**config.mk**
```make
export PLATFORM = sky130hd
export DESIGN_NAME = sto_monitor
export DESIGN_NICKNAME = d
export VERILOG_FILES = /design/src/rtl/sto_pkg.sv /design/src/rtl/sto_monitor.sv
export SDC_FILE = /design/constraint.sdc
export NUM_CORES = 1
export LEC_CHECK = 0
export ABC_AREA = 1
export BUFFER_PORTS_ARGS = -buffer_cell sky130_fd_sc_hd__buf_2
export CORE_UTILIZATION = 54
export CTS_BUF_LIST = sky130_fd_sc_hd__clkbuf_16
export CTS_CLUSTER_DIAMETER = 200
export DETAILED_ROUTE_END_ITERATION = 7
export MAX_ROUTING_LAYER = met4
export PLACE_DENSITY = 0.87
export SYNTH_ARGS = -nofsm -noshare
export SYNTH_HDL_FRONTEND = slang
export SYNTH_SLANG_ARGS = --single-unit
```
**constraint.sdc**
```tcl
create_clock -name pclk -period 1.9 [get_ports pclk]
set_input_delay 0.19 -clock pclk [delete_from_list [all_inputs] [get_ports pclk]]
set_output_delay 0.19 -clock pclk [all_outputs]
set_load 0.02 [all_outputs]
```
**src/rtl/sto_pkg.sv**
```systemverilog
// Purpose: Shared constants and types for the torque-off supervisor
// Assumes: 125 MHz pclk, 32-bit APB
// Notes: Register offsets are byte addresses
`default_nettype none
package sto_pkg;
   // ***********************************************
   // Clock and timing
   // ***********************************************
   localparam int CLK_MHZ = 125;
   localparam int TORQUE_OFF_US = 1000;
   localparam int TORQUE_OFF_CYC = (TORQUE_OFF_US * CLK_MHZ) - 1;
   localparam int MON_MS = 20;
   localparam int MON_CYC = (MON_MS * 1000 * CLK_MHZ) - 1;
   localparam int FAULT_FILT_US = 100;
   localparam int FAULT_FILT_CYC = FAULT_FILT_US * CLK_MHZ;
   // ***********************************************
   // Register map
   // ***********************************************
   localparam logic [7:0] REG_CTRL = 8'h00;
   localparam logic [7:0] REG_STAT = 8'h04;
   localparam logic [7:0] REG_IRQ_STAT = 8'h08;
   localparam logic [7:0] REG_IRQ_EN = 8'h0C;
   localparam logic [7:0] REG_IRQ_CLR = 8'h10;
   localparam logic [7:0] REG_ID = 8'h14;
   // Arbitrary neutral identity value
   localparam logic [31:0] ID_VALUE = 32'h0000_0001;
   // ***********************************************
   // Field codes
   // ***********************************************
   localparam logic [7:0] RELAY_STO_SEL = 8'h0D;
   localparam logic [7:0] FAULT_CODE_CH = 8'h1D;
   localparam logic [1:0] SRC_TERMINAL = 2'h0;
   localparam logic [1:0] SRC_KEYPAD = 2'h1;
   localparam logic [1:0] SRC_SERIAL = 2'h2;
   // Display codes
   localparam logic [1:0] DISP_RUN = 2'h0;
   localparam logic [1:0] DISP_STOP = 2'h1;
   localparam logic [1:0] DISP_INHIBIT = 2'h2;
   localparam logic [1:0] DISP_TRIP = 2'h3;
   // Interrupt bits
   localparam int IRQ_W = 3;
   localparam int IRQ_STO_ON = 0;
   localparam int IRQ_STO_OFF = 1;
   localparam int IRQ_FAULT = 2;
   typedef enum logic [1:0] {ST_STANDBY, ST_RUN, ST_TORQUE_OFF} sto_state_t;
   // Control register fields
   typedef struct packed {
      logic [7:0] relay2_function_select;
      logic [7:0] relay1_function_select;
      logic [1:0] start_source_select;
      logic fault_reset;
   } sto_ctrl_t;
endpackage
`default_nettype wire

```
**src/rtl/sto_monitor.sv**
```systemverilog
// Purpose: Safe-torque-off supervisor with APB register access
// Assumes: Two safety channels arrive asynchronously from pins
// Notes: Torque-off path never depends on software settings
// What this block does
// - Energised input: standby, start follows source
// - De-energised input: torque off, coast stop
// - Exit needs re-energise, plus fault reset if a fault is latched
// - Restart after re-energise may be automatic
// - De-energised input shows torque-blocked message
// - Trip indication overrides torque-blocked message
// - Relay one opens when selector is 13
// - Relay two opens when selector is 13
// - Channel fault raises fault code 29
// - Monitor status changes within 20 ms
// - Fault shown, not-healthy within 20 ms
// - Torque-off can never be disabled
// - Start refused while input de-energised
// - Torque-off applies no braking
`timescale 1ns/1ns
`default_nettype none
module sto_monitor
   import sto_pkg::*;
#(
   parameter int FILT_CYC = FAULT_FILT_CYC
) (
   // Clock, reset, enable
   input wire logic pclk,
   input wire logic presetn,
   input wire logic clk_en,
   // APB slave
   input wire logic psel,
   input wire logic penable,
   input wire logic pwrite,
   input wire logic [7:0] paddr,
   input wire logic [31:0] pwdata,
   output logic [31:0] prdata,
   output logic pready,
   output logic pslverr,
   // Safety input pins
   input wire logic sto_ch1,
   input wire logic sto_ch2,
   // Start commands per source
   input wire logic start_terminal,
   input wire logic start_keypad,
   input wire logic start_serial,
   input wire logic stop_cmd,
   // Drive trip from elsewhere
   input wire logic drive_trip,
   // Outputs to power stage and indicators
   output logic pwm_enable,
   output logic brake_enable,
   output logic sto_active,
   output logic relay1_closed,
   output logic relay2_closed,
   output logic drive_healthy,
   output logic [1:0] display_code,
   output logic [7:0] fault_code,
   output logic irq
);
   // ***********************************************
   // State
   // ***********************************************
   typedef struct packed {
      logic [1:0] s1;
      logic [1:0] s2;
      sto_state_t st;
      sto_ctrl_t ctrl;
      logic fault;
      logic [31:0] filt;
      logic [IRQ_W-1:0] ists;
      logic [IRQ_W-1:0] ien;
      logic [31:0] rdata;
      logic run;
      logic [1:0] disp;
   } sto_state_all_t;
   sto_state_all_t q, d;
   // Synchronised channels, read only from second stage
   logic ch1, ch2, energised, mismatch, start_sel, wr, rd;
   logic [IRQ_W-1:0] ev;
   assign ch1 = q.s1[1];
   assign ch2 = q.s2[1];
   assign energised = ch1 & ch2;
   assign mismatch = ch1 ^ ch2;
   assign wr = psel & penable & pwrite;
   assign rd = psel & penable & ~pwrite;

   // Start command from selected source
   function automatic logic pick_start(input logic [1:0] src, input logic t,
                                       input logic k, input logic s);
      if (src == SRC_KEYPAD) begin
         return k;
      end else if (src == SRC_SERIAL) begin
         return s;
      end
      return t;
   endfunction
   assign start_sel = pick_start(q.ctrl.start_source_select, start_terminal,
                                 start_keypad, start_serial);

   // ***********************************************
   // Next-state logic
   // ***********************************************
   always_comb begin
      d = q;
      ev = '0;
      d.s1 = {q.s1[0], sto_ch1};
      d.s2 = {q.s2[0], sto_ch2};
      d.ctrl.fault_reset = 1'b0;
      // Channel disagreement must persist before tripping
      if (mismatch) begin
         if (q.filt < 32'(FILT_CYC)) begin
            d.filt = q.filt + 32'h0000_0001;
         end
      end else begin
         d.filt = '0;
      end
      if (mismatch && q.filt >= 32'(FILT_CYC) && !q.fault) begin
         d.fault = 1'b1;
         ev[IRQ_FAULT] = 1'b1;
      end else if (q.ctrl.fault_reset) begin
         d.fault = 1'b0;
      end
      case (q.st)
         ST_STANDBY: begin
            if (!energised) begin
               d.st = ST_TORQUE_OFF;
               ev[IRQ_STO_ON] = 1'b1;
            end else if (start_sel && !drive_trip && !q.fault) begin
               d.st = ST_RUN;
            end
         end
         ST_RUN: begin
            if (!energised) begin
               d.st = ST_TORQUE_OFF;
               ev[IRQ_STO_ON] = 1'b1;
            end else if (stop_cmd || drive_trip || q.fault) begin
               d.st = ST_STANDBY;
            end
         end
         default: begin
            // exit needs clear fault and energised input
            // then may restart from standby at once
            if (energised && !q.fault && !q.ctrl.fault_reset) begin
               d.st = ST_STANDBY;
               ev[IRQ_STO_OFF] = 1'b1;
            end
         end
      endcase
      d.run = (d.st == ST_RUN) && energised;
      if (drive_trip || q.fault) begin
         d.disp = DISP_TRIP;
      end else if (!energised || q.st == ST_TORQUE_OFF) begin
         d.disp = DISP_INHIBIT;
      end else if (q.st == ST_RUN) begin
         d.disp = DISP_RUN;
      end else begin
         d.disp = DISP_STOP;
      end
      // Register writes; set beats clear for status
      if (wr) begin
         if (paddr == REG_CTRL) begin
            d.ctrl = pwdata[$bits(sto_ctrl_t)-1:0];
         end else if (paddr == REG_IRQ_EN) begin
            d.ien = pwdata[IRQ_W-1:0];
         end else if (paddr == REG_IRQ_CLR) begin
            d.ists = q.ists & ~pwdata[IRQ_W-1:0];
         end
      end
      d.ists = d.ists | ev;
      // Read data register
      if (rd) begin
         if (paddr == REG_CTRL) begin
            d.rdata = 32'(q.ctrl);
         end else if (paddr == REG_STAT) begin
            d.rdata = {16'h0000, fault_code, 1'b0, q.fault, q.disp,
                       sto_active, energised, ch2, ch1};
         end else if (paddr == REG_IRQ_STAT) begin
            d.rdata = 32'(q.ists);
         end else if (paddr == REG_IRQ_EN) begin
            d.rdata = 32'(q.ien);
         end else if (paddr == REG_ID) begin
            d.rdata = ID_VALUE;
         end else begin
            d.rdata = '0;
         end
      end
   end

   // ***********************************************
   // Registers
   // ***********************************************
   always_ff @(posedge pclk or negedge presetn) begin
      if (!presetn) begin
         q <= '0;
         q.st <= ST_TORQUE_OFF;
         q.disp <= DISP_INHIBIT;
      end else if (clk_en) begin
         q <= d;
      end
   end

   // ***********************************************
   // Outputs
   // ***********************************************
   // APB: zero-wait write, one-wait read so data is registered
   logic rd_wait_q;
   always_ff @(posedge pclk or negedge presetn) begin
      if (!presetn) begin
         rd_wait_q <= 1'b0;
      end else if (clk_en) begin
         rd_wait_q <= rd & ~rd_wait_q;
      end
   end
   // Frozen cycles must not acknowledge, or a write would be lost
   assign pready = clk_en & (pwrite | rd_wait_q);
   assign pslverr = 1'b0;
   assign prdata = q.rdata;
   assign pwm_enable = q.run & energised;
   assign brake_enable = 1'b0;
   assign sto_active = (q.st == ST_TORQUE_OFF);
   assign relay1_closed = !(sto_active && q.ctrl.relay1_function_select == RELAY_STO_SEL);
   assign relay2_closed = !(sto_active && q.ctrl.relay2_function_select == RELAY_STO_SEL);
   assign drive_healthy = !q.fault && !drive_trip;
   assign fault_code = q.fault ? FAULT_CODE_CH : 8'h00;
   assign display_code = q.disp;
   assign irq = |(q.ists & q.ien);

   // ***********************************************
   // Response-time watch
   // ***********************************************
   // Cycles the input has been lost while the flag still reads clear;
   // a counter because the limit is far too long for a delay range
   logic [31:0] mon_cnt_q;
   always_ff @(posedge pclk or negedge presetn) begin
      if (!presetn) begin
         mon_cnt_q <= '0;
      end else if (clk_en) begin
         if (!energised && !sto_active) begin
            // Loss seen, flag not yet raised
            mon_cnt_q <= mon_cnt_q + 32'h0000_0001;
         end else begin
            mon_cnt_q <= '0;
         end
      end
   end
endmodule
`default_nettype wire

```
==> impl_summary.log <==
[metrics] maximum vdd ir drop: 0.440 mV
[metrics] number of setup buffers added after CTS: 0
[metrics] pin count of the biggest net entering global routing: 45
[metrics] initial antenna violation count: 0
[metrics] CTS Buf Count: 9
[metrics] Setup Viol. Count Final: 0
[metrics] DR vias: 3925
[metrics] cell class contributing the biggest share of worst-path delay: flip-flops
[metrics] final-stage net count: 682
[metrics] met2 Resource Use GR: between 40% and 50%
[metrics] number of maximum-capacitance constraint violations: 0
[metrics] total area of multi-input combinational cells: around 0.0018 mm^2
[metrics] clock input transition at the sequential cells of the worst setup and hold paths: 0.08 ns
[metrics] number of vias per cell after detailed routing: 5.34
[metrics] drt pass-1 iters: 5
[metrics] Distinct cells, synth: 31
[metrics] total global routing track utilization: between 20% and 30%
[metrics] input/output buffers: 71
[metrics] placeable core region: 0.00822 mm^2
[metrics] outcome: finished, final reports clean
[metrics] total negative slack: 0 ns
[metrics] summed area of non-filler cells in the final layout: 0.00508 mm^2
[metrics] Final Slew Violations: 0
[metrics] longest individual stage delay on the worst path: 0.58 ns
[metrics] Critical Path Sink Type: output pin
[metrics] total overflow reported by the global router: 0
[metrics] final instance count without filler cells: 735
[metrics] part of the total power dissipated in combinational logic: 13.7%
[metrics] global-route met1 utilization: ~30%
[metrics] share of final-layout standard cells stronger than drive strength 1: between 10% and 20%
[metrics] number of DRC markers after the initial detailed-route iteration: 207
[metrics] total of flip-flops plus latches after synthesis: 87
[metrics] internal reg-to-reg setup slack: 0.28 ns
[metrics] Max stage delay cell, worst path: sky130_fd_sc_hd__dfstp_2
[metrics] largest clock skew in the final design: between 0.009 and 0.01 ns
[metrics] combined area of all synthesized cells: around 0.0046 mm^2
[metrics] initial cell density of the core: roughly 56%
[metrics] sum of routed wire length over all layers: 9.85 mm
[metrics] Global Route met3 Usage: 2.91%
[metrics] Rows: 33
[metrics] source-to-sink clock delay at the later pin of the worst-skew pair: roughly 0.35 ns
[metrics] internal power summed over all cells: approximately 3100 uW
[metrics] antenna fix cells: 0
[metrics] CTS tree: done
[metrics] via count of the first global-routing pass: 3612
[metrics] Psw: 1370 uW
[metrics] number of instances in the synthesized netlist: 579
[metrics] type of element launching the critical path: flip-flop
[metrics] Die Span Y: 94.0 um
[metrics] portion of the post-synthesis area used by sequential elements: 47.7%
[metrics] CTS root buffer: sky130_fd_sc_hd__clkbuf_16
[metrics] fraction of power consumed by sequential logic: 46.8%
[metrics] fin crit share: 93.8%
[metrics] Worst Path Required: about 1.7 ns
[metrics] Fillers: 693
[metrics] number of buffers and inverters on the critical path: 2
[metrics] count of pins on the block boundary: 104
[metrics] post-route ant nets: 0
[metrics] sequential standard cell area: approximately 0.0022 mm^2
[metrics] switching share of power: ~31%
[metrics] worst min path class: primary input to flip-flop
[metrics] static power due to leakage: 0.00273 uW
[metrics] Longest Clk Path Bufs: 2
[metrics] cells traversed along the worst timing path: inv_1 > nor2_2 > nand3_1 > buf_2
[metrics] CTS H-tree lvls: 3
[metrics] maximum clock frequency: 561 MHz
[metrics] number of synthesis warnings: 0
[metrics] wire length of the first global-routing pass: 16.2 mm
[metrics] Min Clock Period, post-route: 1.78 ns
[metrics] total placed cells including tap cells: 718
[metrics] peak-usage layer in the global routing report: met2
[metrics] P per Cell Area: between 800 and 900 mW/mm^2
[metrics] growth of design area from synthesis to finish: 11.2%
[metrics] TritonCTS sink count: a little under 90
[metrics] Hold Fails Final Rpt: 0
[metrics] arrival time at the worst endpoint: 1.59 ns
[metrics] global placer's final weighted congestion: between 0.8 and 0.9
[metrics] maximum fanout along the worst path: 6
[metrics] average wire per cell in the routed design: 13.4 um
[metrics] width of the die: between 90 and 100 um
[metrics] Post-Synthesis Mean Instance Area: about 8 um^2
[metrics] type of the setup path with the least slack: flip-flop to output pin
[metrics] RSZ-0062 raised after global routing: false
[metrics] clock share of power: approximately two fifths
[metrics] share of the core filled with cells: 61.8%
[metrics] area of the die: 0.00883 mm^2
[metrics] HPWL after DPL: about 6.9 mm
[metrics] dpl cell area: roughly 0.0048 mm^2
[metrics] number of DRC violations after detailed routing: 0
## tightest hold or removal path, stage by stage
cell                      delay [ns]
sky130_fd_sc_hd__buf_2          0.07
sky130_fd_sc_hd__nand3_1        0.06
sky130_fd_sc_hd__nand2_1        0.06
## worst paths after layout
kind	start	cells after the start	endpoint
max	q[94]	4	relay1_closed
min	pwdata[12]	3	q[86]
max reg2reg	q[59]	9	q[60]
min reg2reg	prdata[2]	2	prdata[2]
max in group asynchronous	presetn	3	q[46]
min in group asynchronous	presetn	2	prdata[1]
## power groups by stage
stage                     registers (uW)  clock network [uW]  logic, uW
after floorplan                     2070                   0        505
after detailed placement            2110                   0        605
after global routing                2090                1870        673
final                               2080                1760        612
after global placement              2100                   0        581
after CTS                           2080                1770        612
## cells in the final DEF, fill, tap and decap left out, drive strengths merged
cell / count
o31ai: 2
nand3: 47
clkbuf: 9
dlygate4sd3: 1
dfstp: 2
nand4: 8
nand2: 169
a21boi: 12
nor2: 61
xnor2: 2
or2: 1
conb: 19
inv: 59
xor2: 4
a21oi: 23
buf: 81
nor4: 2
a22oi: 2
ha: 4
nor3: 7
clkinv: 3
o21ai: 23
a31oi: 1
o22ai: 3
dfrtp: 85
## routing by layer
| metal | vias up | share of wire, % |
|---|---|---|
| met4 | 0 | 1.5 |
| met3 | 15 | 5.7 |
| met2 | 140 | 51 |
| met1 | 1905 | 41 |
| li1 | 1865 | - |
| met5 | - | 0 |
## per-stage QoR
stage | setup slack, ns | hold WS [ns] | power [uW]
2_1_floorplan | 0.399 | -0.106 | 2580
3_3_place_gp | 0.414 | 0.168 | 2680
3_5_place_dp | 0.339 | 0.172 | 2720
4_1_cts | 0.0211 | 0.0670 | 4450
5_1_grt | 0.0399 | 0.0760 | 4630
6_report | 0.118 | 0.0656 | 4450
## Yosys cell counts
library cell	count	share of area, %
sky130_fd_sc_hd__nand3_1	47	5.2
sky130_fd_sc_hd__dfstp_2	2	1.2
sky130_fd_sc_hd__buf_4	47	7.7
sky130_fd_sc_hd__inv_2	3	0.25
sky130_fd_sc_hd__nor2_1	59	4.9
sky130_fd_sc_hd__clkbuf_1	5	0.41
sky130_fd_sc_hd__ha_1	4	1.1
sky130_fd_sc_hd__nor2_2	2	0.27
sky130_fd_sc_hd__dfrtp_1	85	47
sky130_fd_sc_hd__nand2_2	4	0.55
sky130_fd_sc_hd__conb_1	1	0.082
sky130_fd_sc_hd__nor3_1	4	0.44
sky130_fd_sc_hd__or2_2	1	0.14
sky130_fd_sc_hd__o31ai_2	2	0.55
sky130_fd_sc_hd__xor2_1	4	0.77
sky130_fd_sc_hd__nand2_1	165	14
sky130_fd_sc_hd__inv_1	52	4.3
sky130_fd_sc_hd__nor3_4	1	0.36
sky130_fd_sc_hd__a21boi_0	12	2.0
sky130_fd_sc_hd__nor3_2	2	0.44
sky130_fd_sc_hd__nor4_1	2	0.27
sky130_fd_sc_hd__o21ai_1	5	0.55
sky130_fd_sc_hd__a22oi_1	2	0.33
sky130_fd_sc_hd__buf_6	1	0.25
sky130_fd_sc_hd__o21ai_0	18	2.0
sky130_fd_sc_hd__buf_2	12	1.3
sky130_fd_sc_hd__xnor2_1	2	0.38
sky130_fd_sc_hd__o22ai_1	3	0.41
sky130_fd_sc_hd__nand4_1	8	1.1
sky130_fd_sc_hd__a31oi_2	1	0.27
sky130_fd_sc_hd__a21oi_1	23	2.5
## sequential cells by signal, indices dropped and copies added, names as in the netlist
name and cells:
ch1 1, ch2 1, d 2, display_code 2
prdata 19, q 61, rd_wait_q 1
## logic make-up after synthesis
kind of cell | after synthesis | share of synthesized area (%)
AO/OA/AOI/OAI | 66 | 8.58
XOR/XNOR | 6 | 1.15
adder cells (fa/ha/maj) | 4 | 1.10
buffers and inverters | 120 | 14.2
flip-flops | 87 | 47.7
other | 1 | 0.0821
AND/OR/NAND/NOR | 295 | 27.1
## cell type report
class                   count  area share (%)
multi-input cells         390            35.6
clock buffers               9            4.43
clock inverters             7            1.45
repair buffers             82            8.97
well taps                 105            2.59
inverters                  55            4.07
flip-flops and latches     87            42.9
## repair_timing
| item | CTS | global route |
|---|---|---|
| hold buffers | 1 | 0 |
| endpoints found under the hold margin | 32 | 0 |
| setup endpoints to repair | 0 | 2 |
| gates resized for setup | 0 | 1 |
Note: power is estimated with default switching activity, not from simulation.
